### src/hdl/nsmp_pkg.sv
/*
 * Constants and types shared by the NAND static memory port.
 * Assumes nothing of its surroundings; it holds definitions only.
 */
package nsmp_pkg;

   ////////////////////////////////////////////////////////////////////////////
   // Sizes
   localparam int NUM_CS   = 4;    // Chip selects served
   localparam int CS_IDX_W = 2;    // Width of a chip-select index
   localparam int TIME_W   = 6;    // Width of one timing count
   localparam int DATA_W   = 16;   // Widest flash data bus
   localparam int BYTE_W   = 8;    // Narrow flash data bus
   localparam int ADDR_W   = 32;   // Host address width

   ////////////////////////////////////////////////////////////////////////////
   // Address map: windows at 0x6000_0000 + cs * 0x0100_0000
   localparam logic [5:0] WIN_TAG      = 6'h18;  // Address bits 31..26
   localparam int         WIN_TAG_LSB  = 26;
   localparam int         WIN_SEL_LSB  = 24;     // Bits 25..24 pick the chip select
   localparam int         CMD_BIT      = 22;     // Command-latch select bit
   localparam int         ALE_BIT      = 21;     // Address-latch select bit

   ////////////////////////////////////////////////////////////////////////////
   // Field encodings
   localparam logic MODE_CS     = 1'b0;  // Chip select controls the access
   localparam logic MODE_STROBE = 1'b1;  // Read or write strobe controls it
   localparam logic WIDTH_8     = 1'b0;  // Bus width select: 8-bit flash
   localparam logic WIDTH_16    = 1'b1;  // Bus width select: 16-bit flash

   ////////////////////////////////////////////////////////////////////////////
   // Clock
   localparam int CLK_PERIOD_NS = 10;

   // Access sequencer states
   typedef enum logic [0:0] {
      NSMP_IDLE,
      NSMP_RUN
   } nsmp_state_t;

endpackage : nsmp_pkg

### src/hdl/nsmp_decode.sv
/*
 * Window decoder: maps a host address onto a chip select and a latch kind.
 * Assumes the caller checks hit before using the index.
 */
`timescale 1ns/1ps
`default_nettype none

module nsmp_decode
(
   // Host address
   input  wire logic [nsmp_pkg::ADDR_W-1:0]   addr,
   // Per chip select NAND mode
   input  wire logic [nsmp_pkg::NUM_CS-1:0]   nand_assign,
   // Decode result
   output logic                               hit,
   output logic [nsmp_pkg::CS_IDX_W-1:0]      cs_idx,
   output logic                               is_cmd,
   output logic                               is_adr
);

   logic [nsmp_pkg::CS_IDX_W-1:0] idx;
   logic                          nand_on;

   // Window match and latch-strobe decoding; command wins if both bits set
   always_comb
   begin
      idx     = addr[nsmp_pkg::WIN_SEL_LSB +: nsmp_pkg::CS_IDX_W];
      hit     = (addr[nsmp_pkg::ADDR_W-1:nsmp_pkg::WIN_TAG_LSB] == nsmp_pkg::WIN_TAG)
                && (int'(idx) < nsmp_pkg::NUM_CS);
      nand_on = hit && nand_assign[idx];
      cs_idx  = idx;
      is_cmd  = nand_on && addr[nsmp_pkg::CMD_BIT];
      is_adr  = nand_on && addr[nsmp_pkg::ALE_BIT] && !addr[nsmp_pkg::CMD_BIT];
   end

endmodule : nsmp_decode

`default_nettype wire

### src/hdl/nsmp_phase.sv
/*
 * Phase window of one strobe: setup, pulse and hold counted in core cycles.
 * Assumes cnt starts at zero with the access and pulse is never zero.
 */
`timescale 1ns/1ps
`default_nettype none

module nsmp_phase
#(
   parameter int TW = nsmp_pkg::TIME_W
)
(
   // Position within the access
   input  wire logic [TW+1:0] cnt,
   // Programmed phases
   input  wire logic [TW-1:0] setup,
   input  wire logic [TW-1:0] pulse,
   input  wire logic [TW-1:0] hold,
   // Strobe window and length
   output logic               active,
   output logic               pulse_last,
   output logic [TW+1:0]      total
);

   logic [TW+1:0] pulse_end;

   // Strobe is active from setup up to the end of the pulse
   always_comb
   begin
      pulse_end  = {2'b00, setup} + {2'b00, pulse};
      total      = pulse_end + {2'b00, hold};
      active     = (cnt >= {2'b00, setup}) && (cnt < pulse_end);
      pulse_last = (cnt == pulse_end - 1'b1);
   end

endmodule : nsmp_phase

`default_nettype wire

### src/hdl/nsmp_port.sv
/*
 * NAND support of a static memory port: host accesses in four chip-select
 * windows become command, address and data cycles on the flash pins.
 * Assumes one host request at a time, inputs synchronous to clk, and
 * core_clk_en high whenever the power manager lets the core clock run.
 */
`timescale 1ns/1ps
`default_nettype none

////////////////////////////////////////////////////////////////////////////////
module nsmp_port
#(
   parameter int NUM_CS = nsmp_pkg::NUM_CS,
   parameter int TW     = nsmp_pkg::TIME_W
)
(
   // Clock and reset
   input  wire logic                     clk,
   input  wire logic                     srst,
   input  wire logic                     core_clk_en,

   // Host request
   input  wire logic                     req_valid,
   output logic                          req_ready,
   input  wire logic                     req_write,
   input  wire logic [nsmp_pkg::ADDR_W-1:0] req_addr,
   input  wire logic [nsmp_pkg::DATA_W-1:0] req_wdata,

   // Host answer
   output logic                          rsp_valid,
   output logic                          rsp_err,
   output logic [nsmp_pkg::DATA_W-1:0]   rsp_rdata,

   // Configuration per chip select
   input  wire logic [NUM_CS-1:0]        nand_cs_assign,
   input  wire logic [NUM_CS-1:0]        bus_width_select,
   input  wire logic [NUM_CS-1:0]        read_mode,
   input  wire logic [NUM_CS-1:0]        write_mode,

   // Read timing per chip select, packed cs0 in the low field
   input  wire logic [NUM_CS*TW-1:0]     rd_strobe_setup,
   input  wire logic [NUM_CS*TW-1:0]     rd_strobe_pulse,
   input  wire logic [NUM_CS*TW-1:0]     rd_strobe_hold,
   input  wire logic [NUM_CS*TW-1:0]     cs_rd_setup,
   input  wire logic [NUM_CS*TW-1:0]     cs_rd_pulse,
   input  wire logic [NUM_CS*TW-1:0]     cs_rd_hold,

   // Write timing per chip select
   input  wire logic [NUM_CS*TW-1:0]     wr_strobe_setup,
   input  wire logic [NUM_CS*TW-1:0]     wr_strobe_pulse,
   input  wire logic [NUM_CS*TW-1:0]     wr_strobe_hold,
   input  wire logic [NUM_CS*TW-1:0]     cs_wr_setup,
   input  wire logic [NUM_CS*TW-1:0]     cs_wr_pulse,
   input  wire logic [NUM_CS*TW-1:0]     cs_wr_hold,

   // Resulting cycle lengths per chip select
   output logic [NUM_CS*(TW+2)-1:0]      rd_total_cycle,
   output logic [NUM_CS*(TW+2)-1:0]      wr_total_cycle,

   // Status
   output logic                          busy,

   // Flash pins
   output logic [NUM_CS-1:0]             nand_chip_select_n,
   output logic                          flash_output_enable_n,
   output logic                          flash_write_strobe_n,
   output logic                          cmd_latch,
   output logic                          addr_latch,
   output logic [nsmp_pkg::DATA_W-1:0]   flash_data_o,
   output logic                          flash_data_oe,
   input  wire logic [nsmp_pkg::DATA_W-1:0] flash_data_i
);

   ////////////////////////////////////////////////////////////////////////////
   // Elaboration checks

   // Window decoding has room for four chip selects only
   if (NUM_CS < 1 || NUM_CS > nsmp_pkg::NUM_CS)
   begin : g_bad_cs
      $error("NUM_CS must lie between 1 and 4");
   end
   if (TW < 2 || TW > 8)
   begin : g_bad_tw
      $error("TW must lie between 2 and 8");
   end

   ////////////////////////////////////////////////////////////////////////////
   // Types and helpers

   localparam int DW = nsmp_pkg::DATA_W;
   localparam int BW = nsmp_pkg::BYTE_W;
   localparam int CW = TW + 2;

   // Whole state of the port
   typedef struct packed {
      nsmp_pkg::nsmp_state_t           st;
      logic [nsmp_pkg::CS_IDX_W-1:0]   cs;
      logic                            wr;
      logic                            cmd;
      logic                            adr;
      logic                            wide;
      logic                            mode;
      logic [CW-1:0]                   cnt;
      logic [TW-1:0]                   s_set;
      logic [TW-1:0]                   s_pul;
      logic [TW-1:0]                   s_hld;
      logic [TW-1:0]                   c_set;
      logic [TW-1:0]                   c_pul;
      logic [TW-1:0]                   c_hld;
      logic [DW-1:0]                   wdata;
      logic [DW-1:0]                   rdata;
      logic                            rsp_valid;
      logic                            rsp_err;
   } nsmp_regs_t;

   // Field of one chip select, zero for an index outside the port
   function automatic logic [TW-1:0] nsmp_field
   (
      input logic [NUM_CS*TW-1:0]         v,
      input logic [nsmp_pkg::CS_IDX_W-1:0] i
   );
      logic [TW-1:0] f;
      f = '0;
      if (int'(i) < NUM_CS)
      begin
         f = v[int'(i)*TW +: TW];
      end
      return f;
   endfunction : nsmp_field

   // Field of the read or the write set, by direction
   function automatic logic [TW-1:0] nsmp_dir
   (
      input logic                          wr,
      input logic [NUM_CS*TW-1:0]          rd_v,
      input logic [NUM_CS*TW-1:0]          wr_v,
      input logic [nsmp_pkg::CS_IDX_W-1:0] i
   );
      return wr ? nsmp_field(wr_v, i) : nsmp_field(rd_v, i);
   endfunction : nsmp_dir

   // Narrow flash keeps only the low byte lane
   function automatic logic [DW-1:0] nsmp_lane
   (
      input logic          wide,
      input logic [DW-1:0] d
   );
      return wide ? d : {{(DW-BW){1'b0}}, d[BW-1:0]};
   endfunction : nsmp_lane

   ////////////////////////////////////////////////////////////////////////////
   // Signals

   nsmp_regs_t                    r_q;
   nsmp_regs_t                    r_d;
   logic                          dec_hit;
   logic [nsmp_pkg::CS_IDX_W-1:0] dec_cs;
   logic                          dec_cmd;
   logic                          dec_adr;
   logic                          s_active;
   logic                          s_last;
   logic [CW-1:0]                 s_total;
   logic                          c_active;
   logic                          c_last;
   logic [CW-1:0]                 c_total;
   logic                          run;
   logic                          ctl_last;
   logic [CW-1:0]                 end_cnt;
   logic                          zero_pulse;

   ////////////////////////////////////////////////////////////////////////////
   // Address decoding and phase windows

   nsmp_decode u_decode
   (
      .addr        (req_addr),
      .nand_assign (nand_cs_assign),
      .hit         (dec_hit),
      .cs_idx      (dec_cs),
      .is_cmd      (dec_cmd),
      .is_adr      (dec_adr)
   );

   // Read or write strobe window
   nsmp_phase #(.TW(TW)) u_strobe
   (
      .cnt        (r_q.cnt),
      .setup      (r_q.s_set),
      .pulse      (r_q.s_pul),
      .hold       (r_q.s_hld),
      .active     (s_active),
      .pulse_last (s_last),
      .total      (s_total)
   );

   // Chip-select window
   nsmp_phase #(.TW(TW)) u_select
   (
      .cnt        (r_q.cnt),
      .setup      (r_q.c_set),
      .pulse      (r_q.c_pul),
      .hold       (r_q.c_hld),
      .active     (c_active),
      .pulse_last (c_last),
      .total      (c_total)
   );

   ////////////////////////////////////////////////////////////////////////////
   // Cycle lengths shown per chip select

   // Each length follows the signal that controls that direction
   for (genvar g = 0; g < NUM_CS; g++)
   begin : g_total
      logic [CW-1:0] rs;
      logic [CW-1:0] rc;
      logic [CW-1:0] ws;
      logic [CW-1:0] wc;
      assign rs = CW'(rd_strobe_setup[g*TW +: TW]) + CW'(rd_strobe_pulse[g*TW +: TW])
                  + CW'(rd_strobe_hold[g*TW +: TW]);
      assign rc = CW'(cs_rd_setup[g*TW +: TW]) + CW'(cs_rd_pulse[g*TW +: TW])
                  + CW'(cs_rd_hold[g*TW +: TW]);
      assign ws = CW'(wr_strobe_setup[g*TW +: TW]) + CW'(wr_strobe_pulse[g*TW +: TW])
                  + CW'(wr_strobe_hold[g*TW +: TW]);
      assign wc = CW'(cs_wr_setup[g*TW +: TW]) + CW'(cs_wr_pulse[g*TW +: TW])
                  + CW'(cs_wr_hold[g*TW +: TW]);
      assign rd_total_cycle[g*CW +: CW] = (read_mode[g] == nsmp_pkg::MODE_STROBE) ? rs : rc;
      assign wr_total_cycle[g*CW +: CW] = (write_mode[g] == nsmp_pkg::MODE_STROBE) ? ws : wc;
   end

   ////////////////////////////////////////////////////////////////////////////
   // Controlling signal of the running access

   // Mode picks whose timing closes the access and samples the data
   always_comb
   begin
      run        = (r_q.st == nsmp_pkg::NSMP_RUN);
      ctl_last   = (r_q.mode == nsmp_pkg::MODE_STROBE) ? s_last : c_last;
      end_cnt    = ((r_q.mode == nsmp_pkg::MODE_STROBE) ? s_total : c_total) - 1'b1;
      zero_pulse = (nsmp_dir(req_write, rd_strobe_pulse, wr_strobe_pulse, dec_cs) == '0)
                   || (nsmp_dir(req_write, cs_rd_pulse, cs_wr_pulse, dec_cs) == '0);
   end

   ////////////////////////////////////////////////////////////////////////////
   // Sequencer next state

   always_comb
   begin
      r_d           = r_q;
      r_d.rsp_valid = 1'b0;
      r_d.rsp_err   = 1'b0;
      case (r_q.st)
         nsmp_pkg::NSMP_IDLE:
         begin
            if (req_valid)
            begin
               // Capture direction, window and this chip select's timing
               r_d.wr    = req_write;
               r_d.cs    = dec_cs;
               r_d.cmd   = req_write && dec_cmd;
               r_d.adr   = req_write && dec_adr;
               r_d.wide  = (int'(dec_cs) < NUM_CS) && bus_width_select[dec_cs];
               r_d.mode  = (int'(dec_cs) < NUM_CS) &&
                           (req_write ? write_mode[dec_cs] : read_mode[dec_cs]);
               r_d.s_set = nsmp_dir(req_write, rd_strobe_setup, wr_strobe_setup, dec_cs);
               r_d.s_pul = nsmp_dir(req_write, rd_strobe_pulse, wr_strobe_pulse, dec_cs);
               r_d.s_hld = nsmp_dir(req_write, rd_strobe_hold, wr_strobe_hold, dec_cs);
               r_d.c_set = nsmp_dir(req_write, cs_rd_setup, cs_wr_setup, dec_cs);
               r_d.c_pul = nsmp_dir(req_write, cs_rd_pulse, cs_wr_pulse, dec_cs);
               r_d.c_hld = nsmp_dir(req_write, cs_rd_hold, cs_wr_hold, dec_cs);
               r_d.cnt   = '0;
               r_d.wdata = req_wdata;
               if (!dec_hit || zero_pulse)
               begin
                  // Outside every window or illegal timing: refuse at once
                  r_d.rsp_valid = 1'b1;
                  r_d.rsp_err   = 1'b1;
               end
               else
               begin
                  r_d.st = nsmp_pkg::NSMP_RUN;
               end
            end
         end
         nsmp_pkg::NSMP_RUN:
         begin
            // Counters move only while the core clock is enabled
            if (core_clk_en)
            begin
               if (ctl_last && !r_q.wr)
               begin
                  r_d.rdata = nsmp_lane(r_q.wide, flash_data_i);
               end
               if (r_q.cnt == end_cnt)
               begin
                  r_d.st        = nsmp_pkg::NSMP_IDLE;
                  r_d.rsp_valid = 1'b1;
               end
               else
               begin
                  r_d.cnt = r_q.cnt + 1'b1;
               end
            end
         end
         default:
         begin
            r_d.st = nsmp_pkg::NSMP_IDLE;
         end
      endcase
   end

   ////////////////////////////////////////////////////////////////////////////
   // State register

   always_ff @(posedge clk)
   begin
      if (srst)
      begin
         r_q    <= '0;
         r_q.st <= nsmp_pkg::NSMP_IDLE;
      end
      else
      begin
         r_q <= r_d;
      end
   end

   ////////////////////////////////////////////////////////////////////////////
   // Host side outputs

   assign req_ready = !run;
   assign busy      = run;
   assign rsp_valid = r_q.rsp_valid;
   assign rsp_err   = r_q.rsp_err;
   assign rsp_rdata = r_q.rdata;

   ////////////////////////////////////////////////////////////////////////////
   // Flash pins

   // Only the addressed chip select pulses, inside its own window
   for (genvar g = 0; g < NUM_CS; g++)
   begin : g_cs
      assign nand_chip_select_n[g] = !(run && (int'(r_q.cs) == g) && c_active);
   end

   // Strobes and latches follow the strobe window of their direction
   assign flash_output_enable_n = !(run && !r_q.wr && s_active);
   assign flash_write_strobe_n  = !(run && r_q.wr && s_active);
   assign cmd_latch             = run && r_q.wr && r_q.cmd && s_active;
   assign addr_latch            = run && r_q.wr && r_q.adr && s_active;

   // Write data is driven for the whole access, through the hold cycles after the strobe's rise when the strobe controls the write
   assign flash_data_oe = run && r_q.wr;
   assign flash_data_o  = nsmp_lane(r_q.wide, r_q.wdata);

endmodule : nsmp_port

`default_nettype wire

### config.mk
export PLATFORM = sky130hd
export DESIGN_NAME = nsmp_port
export DESIGN_NICKNAME = d
export VERILOG_FILES = /design/src/hdl/nsmp_pkg.sv /design/src/hdl/nsmp_decode.sv /design/src/hdl/nsmp_phase.sv /design/src/hdl/nsmp_port.sv
export SDC_FILE = /design/constraint.sdc
export NUM_CORES = 1
export LEC_CHECK = 0
export BUFFER_PORTS_ARGS = -buffer_cell sky130_fd_sc_hd__buf_4
export CAP_MARGIN = 20
export CORE_AREA = 2 2 189 191
export CTS_CLUSTER_SIZE = 24
export DETAILED_ROUTE_END_ITERATION = 10
export DIE_AREA = 0 0 191 193
export GPL_ROUTABILITY_DRIVEN = 0
export PLACE_DENSITY = 0.7
export SLEW_MARGIN = 30
export SYNTH_ARGS = -nofsm -noshare
export SYNTH_HDL_FRONTEND = slang
export SYNTH_SLANG_ARGS = --single-unit
### constraint.sdc
create_clock -name clk -period 4.3 [get_ports clk]
set_clock_uncertainty 0.05 [all_clocks]
set_input_delay 0.215 -clock clk [delete_from_list [all_inputs] [get_ports clk]]
set_output_delay 0.215 -clock clk [all_outputs]
set_load 0.01 [all_outputs]
==> qor.json <==
{
  "synth_fa_ha_area_frac": 0.294,
  "crit_path_time_final_ps": 4070,
  "initial_core_utilization": 0.387,
  "overflow": 0,
  "detail_route.iter0.violations": 666,
  "power_report.internal_total_mw": 2.73,
  "cts_max_path_buffers": 2,
  "worst-endpoint-arrival_ps": 4300,
  "area_fraction_in_compound_gates_after_synthesis": 0.146,
  "hold_viol_final": 0,
  "stdcell_count": 2328,
  "io-pin-count": 482,
  "muxShareOfSynthArea": 0.190,
  "tightest_slew_ps": 896,
  "route.detailed.vias_per_inst": 5.41,
  "max_rail_drop_vdd_mv": 0.194,
  "synth_top_family_by_area": "adder cells",
  "die_x_um": 191,
  "ys_async_sr_fraction": 0,
  "overall_die_area_um2": 36900,
  "wire_length_of_the_first_global_routing_pass_um": 74400,
  "yosysSeqAreaShare": 0.127,
  "area_added_between_synthesis_and_finish_pct": 30.2,
  "grt_antenna_before_repair": 20,
  "post-place-cells": 2292,
  "grt_util_all_layers": 0.271,
  "place_hpwl_um": 44200,
  "clk_pin_slew_ps": 70,
  "sequentialPowerShare": 0.188,
  "synth_xor_area_frac": 0.0659,
  "hold_class": "in2reg",
  "cp-end-kind": "flop",
  "insertion_delay_ps": 350,
  "crit_path_start_kind": "flop",
  "power_leakage_nw": 8.27,
  "postSynth.topFlopCell": "dfxtp_1",
  "rows": 69,
  "post-route-period-util": 0.946,
  "power_density_nw_per_um2": 265,
  "layout_common_cells": "475 x buf_4, 183 x inv_1, 135 x a21oi_1",
  "maximum_level_of_the_cts_h_tree": 3,
  "ctsRootBufferMaster": "clkbuf_16",
  "design_power_total_mw": 4.67,
  "hold_slack_ps": 34.8,
  "via_count": 12597,
  "critical_path_required_ps": 4540,
  "synth_simple_gate_area_share": 0.0936,
  "synth_warnings": 0,
  "number_of_clock_buffers_inserted_by_tritoncts": 9,
  "drt-total-wl_um": 50500,
  "drive_gt1_frac": 0.325,
  "finalNetCount": 2465,
  "timing_max_transition_violations_final": 0,
  "postRouteAntennaNets": 0,
  "finalSetupViolCount": 0,
  "netSwitchingPower_mw": 1.94,
  "outcome": "complete, no violations",
  "first_pass_iters": 5,
  "wire_per_inst_um": 21.7,
  "maxClockFrequency_mhz": 246,
  "syn-cell-area_um2": 13500,
  "synthDistinctLibCells": 61,
  "final_area_um2": 17600,
  "criticalPathCategory": "reg2reg",
  "clockPowerShare": 0.169,
  "cts-hold-fix-buffers": 0,
  "clock-sinks": 86,
  "netSwitchingFraction": 0.416,
  "layout.cells.most_common": "buf_4",
  "combPwrFrac": 0.642,
  "drv.max_cap_violation_count": 0,
  "number_of_enable_flip_flop_cells_after_synthesis": 0,
  "vias_in_the_first_global_route": 13145,
  "core_um2": 35000,
  "synth-seq-cells": 86,
  "worst_slew_margin_rel": 0.403,
  "synth.net_count": 2065,
  "port_buffers": 459,
  "number_of_cells_produced_by_synthesis": 1443,
  "die-height_um": 193,
  "crit_fanout": 7,
  "remaining_drc_errors": 0,
  "place_area_um2": 17300,
  "tritoncts": "built",
  "synthesis.area_per_instance_um2": 9.39,
  "grt_max_degree": 83
}
-- power groups by stage --
stage	clock [mW]	sequential (mW)	combinational, mW
floorplan	0	0.877	1.82
global placement	0	0.894	2.90
detailed placement	0	0.896	2.96
CTS	0.803	0.878	2.98
global route	0.841	0.884	3.27
finish	0.790	0.879	3.00
-- metrics by stage --
stage	setup WS, ps	util	TNS [ps]
floorplan	375	-	0
detailed placement	173	0.494	0
global placement	321	0.494	0
CTS	164	0.502	0
global route	-11.3	0.505	-11.3
finish	234	0.505	0
-- routing by layer --
layer	global-route usage	routed length (um)	vias up
met5	0	14	-
met4	0.161	2890	2
met3	0.0472	3060	130
met2	0.485	26100	493
met1	0.301	18400	6141
li1	-	-	5831
-- flip-flops by register name, indices dropped and copies added (netlist names) --
register / flops
rsp_valid: 1
r_q: 67
rsp_err: 1
rsp_rdata: 16
busy: 1
-- layout make-up --
type,instances,area (um2)
multi-input combinational,1086,10700
timing repair buffer,476,3590
inverter,184,691
antenna,20,50.0
sequential,86,1720
tap,461,577
fill,3295,17300
clock inverter,6,70.1
clock buffer,9,225
-- repair_timing --
item,in CTS,in global routing
buffers inserted,0,1
setup endpoints to repair,0,8
gates resized for setup,0,6
-- synth_stat cells, types with 4 or more instances --
library cell,count,area share
o32ai_1,8,0.0052
a21o_1,25,0.014
inv_1,183,0.051
clkbuf_1,47,0.013
mux4_2,76,0.13
a211oi_1,39,0.022
and3_1,8,0.0037
ha_1,133,0.12
buf_4,25,0.014
nor2_1,87,0.024
buf_1,9,0.0025
nand3_1,22,0.0081
mux2_2,9,0.0075
a21oi_1,137,0.051
a21oi_2,8,0.0052
buf_2,4,0.0015
nor3_1,11,0.0041
mux2i_1,71,0.052
xor2_1,30,0.019
nand2_1,75,0.021
o21ai_0,25,0.0092
and2_1,12,0.0055
nand2b_1,20,0.0092
or3_1,5,0.0023
nand4_1,5,0.0023
nor2b_1,7,0.0032
xnor2_1,72,0.047
dfxtp_1,86,0.13
nand3b_1,4,0.0022
o21bai_1,37,0.021
fa_1,116,0.17
-- kinds of logic after synthesis --
kind of cell / after synthesis
mux: 158
fa+ha+maj: 249
compound gates: 308
buf+inv: 271
simple gates: 269
xor+xnor: 102
flops: 86
-- final timing paths --
kind / start / end / slack (ps) / cells after the start
hold reg to reg: r_q[26]$_SDFFE_PP0P_ / r_q[26]$_SDFFE_PP0P_ / 400 / 2
hold / removal: req_addr[22] / r_q[81]$_SDFFE_PP0P_ / 30 / 2
setup reg to reg: r_q[46]$_SDFFE_PP0P_ / r_q[76]$_SDFFE_PP0P_ / 230 / 16
setup / recovery: r_q[46]$_SDFFE_PP0P_ / r_q[76]$_SDFFE_PP0P_ / 230 / 16
-- critical path, cell delays in order (launching register included) --
cell,delay [ps]
dfxtp_1,330
ha_1,220
fa_1,430
a211oi_2,250
o21a_2,230
ha_1,280
a21oi_2,180
o211ai_2,130
xnor2_1,180
mux2i_4,280
xor2_1,170
mux2i_1,110
o31a_1,320
o211ai_4,190
a21oi_2,130
or3_1,370
a21boi_1,140
Power figures use the tool's default switching activity.
